`src/rtl/opmode_consts.svh`:
```
`ifndef OPMODE_CONSTS_SVH
`define OPMODE_CONSTS_SVH

// ------------------------------------------------------------
// Register map
// ------------------------------------------------------------
// Address of the mode-select register.
`define OPM_ADDR 8'h26
// Reset value: both chains off, which is standby, and the 4 g range.
`define OPM_RESET 8'h00

// ------------------------------------------------------------
// Field positions inside the mode-select register
// ------------------------------------------------------------
`define OPM_DSM_LSB 0
`define OPM_DSM_MSB 1
`define OPM_SAR_LSB 2
`define OPM_SAR_MSB 3
`define OPM_RANGE_LSB 4
`define OPM_RANGE_MSB 5

// ------------------------------------------------------------
// Timing
// ------------------------------------------------------------
// Output settling time after entering measurement, in microseconds.
`define SETTLE_TIME_US 2000
// Clock rate in MHz.
`define CLK_FREQ_MHZ 40
// Settling time in clock cycles.
`define SETTLE_CYCLES (`SETTLE_TIME_US * `CLK_FREQ_MHZ)

`endif

```
`src/rtl/opmode_pkg.sv`:
```
package opmode_pkg;

   // ------------------------------------------------------------
   // Types
   // ------------------------------------------------------------
   // Sigma-delta chain selection, held in the low two bits.
   typedef enum logic [1:0] {
      DSM_OFF = 2'h0,
      HIGH_PERFORMANCE_MODE = 2'h1,
      REDUCED_BANDWIDTH_MODE = 2'h2,
      LOW_POWER_MODE = 2'h3
   } dsm_sel_t;

   // Successive-approximation chain selection.
   typedef enum logic [1:0] {
      SAR_OFF = 2'h0,
      VERY_LOW_POWER_MODE = 2'h1,
      ULTRA_LOW_POWER_MODE = 2'h2,
      HEART_SOUND_MODE = 2'h3
   } sar_sel_t;

   // Full-scale range codes.
   typedef enum logic [1:0] {
      RANGE_4G = 2'h0,
      RANGE_8G = 2'h1,
      RANGE_16G = 2'h2
   } range_t;

   // Audio pin format.
   typedef enum logic [1:0] {
      FMT_CFG_PORT = 2'h0,
      FMT_I2S_TDM = 2'h1,
      FMT_PDM = 2'h2
   } audio_fmt_t;

   // Block state, one-hot.
   typedef enum logic [2:0] {
      ST_STANDBY = 3'h1,
      ST_SETTLE = 3'h2,
      ST_MEASURE = 3'h4
   } state_t;

endpackage

```
`src/rtl/opmode_ctrl.sv`:
```
`timescale 1ns/1ps
`include "opmode_consts.svh"

// Behaviour
// - Seven modes: standby plus six measurement.
// - Three fast modes use sigma-delta chain.
// - Three thrifty modes use successive-approx chain.
// - Standby stops every chain.
// - Standby keeps FIFO, blocks new interrupts.
// - Reset leaves the block in standby.
// - One chain of each kind may run together.
// - Ranges of 4, 8 and 16 g.
// - Samples scale with selected range.
// - Mode chosen by register at 0x26.
// - Twelve-bit temperature reading provided.
// - Data to config port or audio pins.
// - Second audio pin: master clock or data.
// - First audio pin carries data channel 0.
module opmode_ctrl #(
   parameter int unsigned SETTLE_CYCLES = `SETTLE_CYCLES
)
(
   // Clock and reset.
   input wire logic CLK,
   input wire logic NRST,
   // Register port from the serial configuration interface.
   input wire logic REG_WE,
   input wire logic [7:0] REG_ADDR,
   input wire logic [7:0] REG_WDATA,
   output logic [7:0] REG_RDATA,
   // Converter samples.
   input wire logic DSM_VALID,
   input wire logic [15:0] DSM_SAMPLE,
   input wire logic SAR_VALID,
   input wire logic [11:0] SAR_SAMPLE,
   input wire logic [11:0] TEMP_SAMPLE,
   // Audio pin configuration and sources.
   input wire logic [1:0] AUDIO_FMT,
   input wire logic PIN_B_IS_CLOCK,
   input wire logic AUD_DATA0,
   input wire logic AUD_DATA1,
   input wire logic AUD_MCLK,
   // Chain control.
   output logic SIGMA_DELTA_CHAIN_EN,
   output logic SUCCESSIVE_APPROX_CHAIN_EN,
   output logic [1:0] DSM_MODE,
   output logic [1:0] SAR_MODE,
   output logic [1:0] RANGE_SEL,
   output logic FILTER_CLEAR,
   // Status and data.
   output logic MEASURING,
   output logic SETTLED,
   output logic FIFO_WR_EN,
   output logic IRQ_EN,
   output logic ACCEL_VALID,
   output logic [15:0] ACCEL_DATA,
   output logic [11:0] TEMP_DATA,
   // Audio pins.
   output logic AUDIO_DATA_OUT_A,
   output logic AUDIO_DATA_OUT_A_OE_N,
   output logic AUDIO_DATA_OUT_B_OR_MASTER_CLOCK,
   output logic AUDIO_DATA_OUT_B_OR_MASTER_CLOCK_OE_N
);

   // ------------------------------------------------------------
   // State
   // ------------------------------------------------------------
   // Every register of the block in one record.
   typedef struct packed {
      opmode_pkg::state_t st;
      logic [7:0] opm;
      logic dsm_en;
      logic sar_en;
      logic filt_clr;
      logic settle_go;
      logic fifo_en;
      logic irq_en;
      logic vld;
      logic [15:0] data;
      logic [11:0] temp;
      logic a_o;
      logic a_oe_n;
      logic b_o;
      logic b_oe_n;
      logic [7:0] rdata;
      logic meas; // Registered copy of the measurement flag.
      logic [1:0] rng; // Registered, decoded range selection.
   } ctl_t;

   ctl_t q;
   ctl_t d;
   logic settle_done; // From the settle timer, registered there.
   logic wr_opm; // Write to the mode-select register.

   // ------------------------------------------------------------
   // Helpers
   // ------------------------------------------------------------
   // Sigma-delta field of a mode value.
   function automatic logic [1:0] dsm_field(input logic [7:0] v);
      dsm_field = v[`OPM_DSM_MSB:`OPM_DSM_LSB];
   endfunction

   // Successive-approximation field of a mode value.
   function automatic logic [1:0] sar_field(input logic [7:0] v);
      sar_field = v[`OPM_SAR_MSB:`OPM_SAR_LSB];
   endfunction

   // Range field; the unused code falls back to the widest range.
   function automatic logic [1:0] range_field(input logic [7:0] v);
      logic [1:0] r;
      r = v[`OPM_RANGE_MSB:`OPM_RANGE_LSB];
      range_field = (r == 2'h3) ? opmode_pkg::RANGE_16G : r;
   endfunction

   assign wr_opm = REG_WE && (REG_ADDR == `OPM_ADDR);

   // ------------------------------------------------------------
   // Settling timer
   // ------------------------------------------------------------
   settle_timer #(
      .CYCLES(SETTLE_CYCLES)
   ) u_settle (
      .clk(CLK),
      .nrst(NRST),
      .start(q.settle_go),
      .run(q.st != opmode_pkg::ST_STANDBY),
      .done(settle_done)
   );

   // ------------------------------------------------------------
   // Next state
   // ------------------------------------------------------------
   // One process computes every register; pulses default low.
   always_comb
   begin
      d = q;
      d.filt_clr = 1'b0;
      d.settle_go = 1'b0;
      d.vld = 1'b0;
      // A write lands at the end of its cycle; the new mode acts from then on.
      if (wr_opm)
      begin
         d.opm = REG_WDATA;
         // Fresh filter state for the chains of the newly chosen mode.
         d.filt_clr = 1'b1;
         // Both fields zero means standby, anything else is measurement.
         if ((dsm_field(REG_WDATA) == 2'h0) && (sar_field(REG_WDATA) == 2'h0))
            d.st = opmode_pkg::ST_STANDBY;
         else
         begin
            d.st = opmode_pkg::ST_SETTLE;
            d.settle_go = 1'b1;
         end
      end
      else
      begin
         unique case (q.st)
            opmode_pkg::ST_STANDBY:
               d.st = opmode_pkg::ST_STANDBY;
            opmode_pkg::ST_SETTLE:
               // Data is not trusted until settled, except after a write made while measuring, where the old done lets it in after one cycle.
               d.st = settle_done ? opmode_pkg::ST_MEASURE : opmode_pkg::ST_SETTLE;
            opmode_pkg::ST_MEASURE:
               d.st = opmode_pkg::ST_MEASURE;
         endcase
      end
      // Chain enables follow the register; both may run at once.
      d.dsm_en = (d.st != opmode_pkg::ST_STANDBY) && (dsm_field(d.opm) != 2'h0);
      d.sar_en = (d.st != opmode_pkg::ST_STANDBY) && (sar_field(d.opm) != 2'h0);
      // Status copies are registered so that no output leaves through a gate.
      d.meas = (d.st != opmode_pkg::ST_STANDBY);
      d.rng = range_field(d.opm);
      // Standby freezes the FIFO as it is and silences interrupts.
      d.fifo_en = (d.st == opmode_pkg::ST_MEASURE);
      d.irq_en = (d.st == opmode_pkg::ST_MEASURE);
      // Sigma-delta wins when both chains deliver in the same cycle;
      // the narrower result is left-aligned so range scaling is the same.
      if (q.dsm_en && DSM_VALID)
      begin
         d.data = DSM_SAMPLE;
         d.vld = 1'b1;
      end
      else if (q.sar_en && SAR_VALID)
      begin
         d.data = {SAR_SAMPLE, 4'h0};
         d.vld = 1'b1;
      end
      // Temperature is tracked only while measuring.
      if (q.st != opmode_pkg::ST_STANDBY)
         d.temp = TEMP_SAMPLE;
      // Pin A carries channel 0 in the audio formats only.
      d.a_o = AUD_DATA0;
      d.a_oe_n = (AUDIO_FMT == opmode_pkg::FMT_CFG_PORT) || (AUDIO_FMT == 2'h3);
      // Pin B is master clock or channel 1 in I2S/TDM, idle otherwise.
      d.b_o = PIN_B_IS_CLOCK ? AUD_MCLK : AUD_DATA1;
      d.b_oe_n = (AUDIO_FMT != opmode_pkg::FMT_I2S_TDM);
      // Read data; unknown addresses read as zero.
      d.rdata = (REG_ADDR == `OPM_ADDR) ? q.opm : 8'h00;
   end

   // ------------------------------------------------------------
   // Registers
   // ------------------------------------------------------------
   // Reset puts everything in standby with all chains off.
   always_ff @(posedge CLK)
   begin
      if (!NRST)
      begin
         q <= '0;
         q.st <= opmode_pkg::ST_STANDBY;
         q.opm <= `OPM_RESET;
         q.a_oe_n <= 1'b1;
         q.b_oe_n <= 1'b1;
      end
      else
         q <= d;
   end

   // ------------------------------------------------------------
   // Outputs
   // ------------------------------------------------------------
   assign REG_RDATA = q.rdata;
   assign SIGMA_DELTA_CHAIN_EN = q.dsm_en;
   assign SUCCESSIVE_APPROX_CHAIN_EN = q.sar_en;
   assign DSM_MODE = dsm_field(q.opm);
   assign SAR_MODE = sar_field(q.opm);
   assign RANGE_SEL = q.rng;
   assign FILTER_CLEAR = q.filt_clr;
   assign MEASURING = q.meas;
   assign SETTLED = settle_done;
   assign FIFO_WR_EN = q.fifo_en;
   assign IRQ_EN = q.irq_en;
   assign ACCEL_VALID = q.vld;
   assign ACCEL_DATA = q.data;
   assign TEMP_DATA = q.temp;
   assign AUDIO_DATA_OUT_A = q.a_o;
   assign AUDIO_DATA_OUT_A_OE_N = q.a_oe_n;
   assign AUDIO_DATA_OUT_B_OR_MASTER_CLOCK = q.b_o;
   assign AUDIO_DATA_OUT_B_OR_MASTER_CLOCK_OE_N = q.b_oe_n;
endmodule // opmode_ctrl

```
`src/rtl/settle_timer.sv`:
```
`timescale 1ns/1ps
`include "opmode_consts.svh"

// Counts the settling wait after measurement is entered.
module settle_timer #(
   parameter int unsigned CYCLES = `SETTLE_CYCLES
)
(
   // Clock and reset.
   input wire logic clk,
   input wire logic nrst,
   // Control.
   input wire logic start,
   input wire logic run,
   // Status.
   output logic done
);

   // ------------------------------------------------------------
   // State
   // ------------------------------------------------------------
   // The whole timer state.
   typedef struct packed {
      logic [16:0] cnt;
      logic done;
   } tmr_t;

   tmr_t q;
   tmr_t d;

   // Last count value before done is raised.
   localparam logic [16:0] LAST = 17'(CYCLES - 1);

   // Restart wins over counting; a mode written while measuring sees the old done for one cycle and skips the wait.
   always_comb
   begin
      d = q;
      if (start || !run)
      begin
         d.cnt = 17'h00000;
         d.done = 1'b0;
      end
      else if (!q.done)
      begin
         // Count up; done comes out of a register.
         d.cnt = q.cnt + 17'h00001;
         d.done = (q.cnt == LAST);
      end
   end

   // Register the state.
   always_ff @(posedge clk)
   begin
      if (!nrst)
         q <= '0;
      else
         q <= d;
   end

   assign done = q.done;
endmodule // settle_timer

```
`config.mk`:
```
export PLATFORM = sky130hd
export DESIGN_NAME = opmode_ctrl
export DESIGN_NICKNAME = d
export VERILOG_FILES = /design/src/rtl/opmode_pkg.sv /design/src/rtl/opmode_ctrl.sv /design/src/rtl/settle_timer.sv
export VERILOG_INCLUDE_DIRS = /design/src /design/src/rtl
export SDC_FILE = /design/constraint.sdc
export NUM_CORES = 1
export LEC_CHECK = 0
export BUFFER_PORTS_ARGS = -buffer_cell sky130_fd_sc_hd__buf_4
export CAP_MARGIN = 10
export CORE_ASPECT_RATIO = 0.6
export CORE_MARGIN = 1.5
export CORE_UTILIZATION = 53
export DETAILED_ROUTE_END_ITERATION = 6
export HOLD_SLACK_MARGIN = 0.02
export MAX_ROUTING_LAYER = met4
export PLACE_DENSITY_LB_ADDON = 0.1
export SYNTH_ARGS = -nofsm -noshare
export SYNTH_HDL_FRONTEND = slang
export SYNTH_SLANG_ARGS = --single-unit
```
`constraint.sdc`:
```
create_clock -name CLK -period 6.6 [get_ports CLK]
set_input_delay 1.65 -clock CLK [delete_from_list [all_inputs] [get_ports CLK]]
set_output_delay 1.65 -clock CLK [all_outputs]
set_load 0.01 [all_outputs]
```
==> flow_summary_export.csv <==
group,metric,value,unit
status,status,"finished clean",
cells_and_area,drive_above_1_share,30.9,%
cells_and_area,nets,512,
min_path,hold_depth,2,
worst_setup_path,crit_type,"primary input to flip-flop",
cts,cts_setup_buffers,0,
synthesis,synth_warnings,0,
sta,period_share,49.4,%
routing,routed_wl,7520,µm
min_path,min_from,"TEMP_DATA[6]",
floorplan,dieArea,6680,µm²
power_and_ir_drop,ir_worst_vdd,103,µV
cts,clock-sinks,78,
floorplan,row_count,21,
routing,avgRoutedWirePerCell,14.3,µm
floorplan,die_w,105,µm
routing,drc,0,
sta,min_period,3.26,ns
worst_setup_path,start_kind,"primary input",
power_and_ir_drop,power_per_cell_area,219,nW/µm²
cells_and_area,multi_input_area,1290,µm²
floorplan,die_h,63.9,µm
sta,relSlewSlack,46.9,%
cts,cts_tree,"built",
synthesis,ys_types,41,
floorplan,core-area,5750,µm²
global_route,antenna_found_initial,0,
synthesis,synth-seq-cells,78,
place,placed_area,3890,µm²
cts,clockBufferDepth,2,
routing,ant_nets,0,
min_path,hold_path.class,"flip-flop to flip-flop",
global_route,grt_first_pass_wirelength,12200,µm
worst_setup_path,slowest_stage,"or3_1",
routing,firstDrtPassIters,5,
worst_setup_path,r2r-start,"q[60]",
power_and_ir_drop,leakage,0.00174,µW
place,dp_cells,512,
synthesis,synth_edf_count,0,
sta,tightest_slew,0.791,ns
cts,clk_latency,0.34,ns
worst_setup_path,r2r_slack,4.86,ns
synthesis,ys.flop_type,"dfxtp_1",
synthesis,synthCells,371,
worst_setup_path,worst_path_largest_cell_delay,0.66,ns
place,hpwl,5430,µm
synthesis,yosysSeqAreaShare,47.7,%
sta,hold_viol_final,0,
cells_and_area,stdcell_area,4100,µm²
floorplan,start_util,56.9,%
floorplan,pin_count,121,
worst_setup_path,critical_path.top_delay_family,"simple AND/OR/NAND/NOR gates",
global_route,grt_max_degree,47,
cts,root_buffer,"clkbuf_8",
cts,clkTransAtPathRegs,0.07,ns
global_route,grt_pass1_vias,2603,
worst_setup_path,critPathCaptureType,"flip-flop",
synthesis,netlist_area,3280,µm²
global_route,track_usage,24.0,%
routing,vias,2783,
routing,routed_via_density,5.29,
run,max_cap_viol_count,0,
synthesis,synth-async-reset-ratio,0,%
cells_and_area,syn_to_final_growth,25.1,%
cells_and_area,stdcell_count,526,
worst_setup_path,cp_data_arrival_time,3.53,ns
worst_setup_path,reg2reg_depth,5,
worst_setup_path,path_max_fanout,17,
place,place.gp.congestion,0.844,
cells_and_area,ff_latch_area,1560,µm²
worst_setup_path,worstPathRequired,6.87,ns
sta,finalSetupViolCount,0,
cells_and_area,n_fill_cell,464,
cts,numCtsBuffers,9,
cts,h-tree-depth,3,
cells_and_area,diodes,0,
place,portBuffers,120,
cts,cts_hold_buffers,0,
worst_setup_path,crit_buf_inv,1,
worst_setup_path,regToRegEndpoint,"u_settle.q[13]",
cts,post_cts_resized,0,
synthesis,synth_fp_nets,440,
sta,fmaxAchievable,306,MHz
worst_setup_path,worstPathCellList,"buf_4 > or4b_4 > or3_1 > or3b_1 > a21oi_1",
sta,rsz0062_at_grt,"no",
synthesis,syn_area_per_cell,8.83,µm²
sta,final.setup.tns,0,ns
routing,drt_iter0_drc,109,
sta,finClkSkew,0.00870,ns
global_route,overflow,0,
min_path,min_to,"TEMP_DATA[6]",
sta,drv_slew,0,
-- worst max-delay path by stage --
| stage | from | endpoint | slack, ns | depth (start not counted) |
|---|---|---|---|---|
| after CTS | REG_ADDR[4] | RANGE_SEL[0] | 3.34 | 5 |
| after global routing | REG_ADDR[4] | RANGE_SEL[0] | 3.22 | 5 |
| final | REG_ADDR[4] | RANGE_SEL[0] | 3.34 | 5 |
| after global placement | REG_ADDR[4] | RANGE_SEL[0] | 3.00 | 5 |
| after floorplan | REG_ADDR[4] | RANGE_SEL[0] | 3.41 | 5 |
| after detailed placement | REG_ADDR[4] | RANGE_SEL[0] | 2.99 | 5 |
-- cells by family (layout without fill, tap and decap cells) --
kind of cell / Yosys count / after routing / share of synthesized area (%)
AND/OR/NAND/NOR: 155 / 155 / 22.9
flip-flops: 78 / 78 / 47.7
buffers and inverters: 67 / 142 / 12.9
AO/OA/AOI/OAI: 47 / 47 / 9.55
XOR/XNOR: 12 / 12 / 3.21
multiplexers: 10 / 10 / 3.05
adder cells (fa/ha/maj): 2 / 2 / 0.764
-- layer usage --
metal / part of all wire (%) / vias to the layer above / track usage (%)
met2: 44 / 125 / 36.1
met5: 0 / - / -
met1: 45 / 1281 / 30.5
li1: - / 1366 / -
met3: 9.3 / 11 / 8.78
met4: 1.3 / 0 / 6.42
-- worst reg2reg max path, stage by stage (launching register included) --
cell and delay, ns:
dfxtp_1 0.43, nor3b_1 0.08, buf_4 0.19, or3_1 0.58
a211o_1 0.36, nand2_1 0.05
-- per-stage QoR --
stage	total power, µW	utilization [%]	setup slack [ns]	hold WS, ns
global route	928	71.3	3.22	0.476
finish	897	71.3	3.34	0.455
floorplan	492	-	3.41	0.430
detailed placement	528	67.6	2.99	0.446
global placement	527	67.6	3.00	0.438
CTS	905	71.3	3.34	0.456
-- cells in the mapped netlist, types with 2 or more instances --
library cell	instances	area (µm²)
inv_1	6	22.5
buf_1	2	7.51
a21oi_1	21	105
o21ai_0	3	15.0
and4_1	3	26.3
nand2b_1	2	12.5
nor3_1	8	40.0
a211oi_1	2	15.0
nand3b_1	3	22.5
and3_1	2	12.5
mux2i_1	10	100
xnor2_1	4	35.0
a311oi_1	12	105
clkbuf_1	13	48.8
buf_4	43	323
xor2_1	8	70.1
ha_1	2	25.0
nand3_1	15	75.1
nand2_1	45	169
nor4_1	2	12.5
a22oi_1	4	30.0
and2_1	10	62.6
nand4_1	8	50.1
dfxtp_1	78	1560
nor2_1	44	165
or3_1	6	37.5
-- state kept, by name, summed over array words and instances, names as in the netlist, 2 cells and up --
signal      cells
ACCEL_DATA     16
DSM_MODE        2
RANGE_SEL       2
REG_RDATA       8
SAR_MODE        2
TEMP_DATA      12
q               8
u_settle.q     17
-- report_power, final --
part / leakage (µW) / switching [µW] / internal, µW
registers: 0.000629 / 0.548 / 472
logic: 0.00101 / 15.8 / 28.9
clock network: 0.000104 / 162 / 218
total: 0.00174 / 178 / 719
-- placed cells by master (no fill, tap or decap), drive strengths merged, types with 3 or more instances in the layout --
master	count
and2	10
xnor2	4
xor2	8
nand2	45
clkbuf	10
and4	3
mux2i	10
dfxtp	78
buf	121
a311oi	12
nor3	8
nor2	44
nand3b	3
inv	7
nand4	8
a22oi	4
o21ai	3
nand3	15
or3	6
a21oi	21
-- final cells by class --
cell class                      count  area share, %
Sequential cell                    78           38.1
Multi-Input combinational cell    226           31.6
Timing Repair Buffer              121           22.2
Clock buffer                       10           3.36
Tap cell                           80           2.44
Clock inverter                      4           1.77
Inverter                            7          0.641
(Power assumes the default switching activity.)
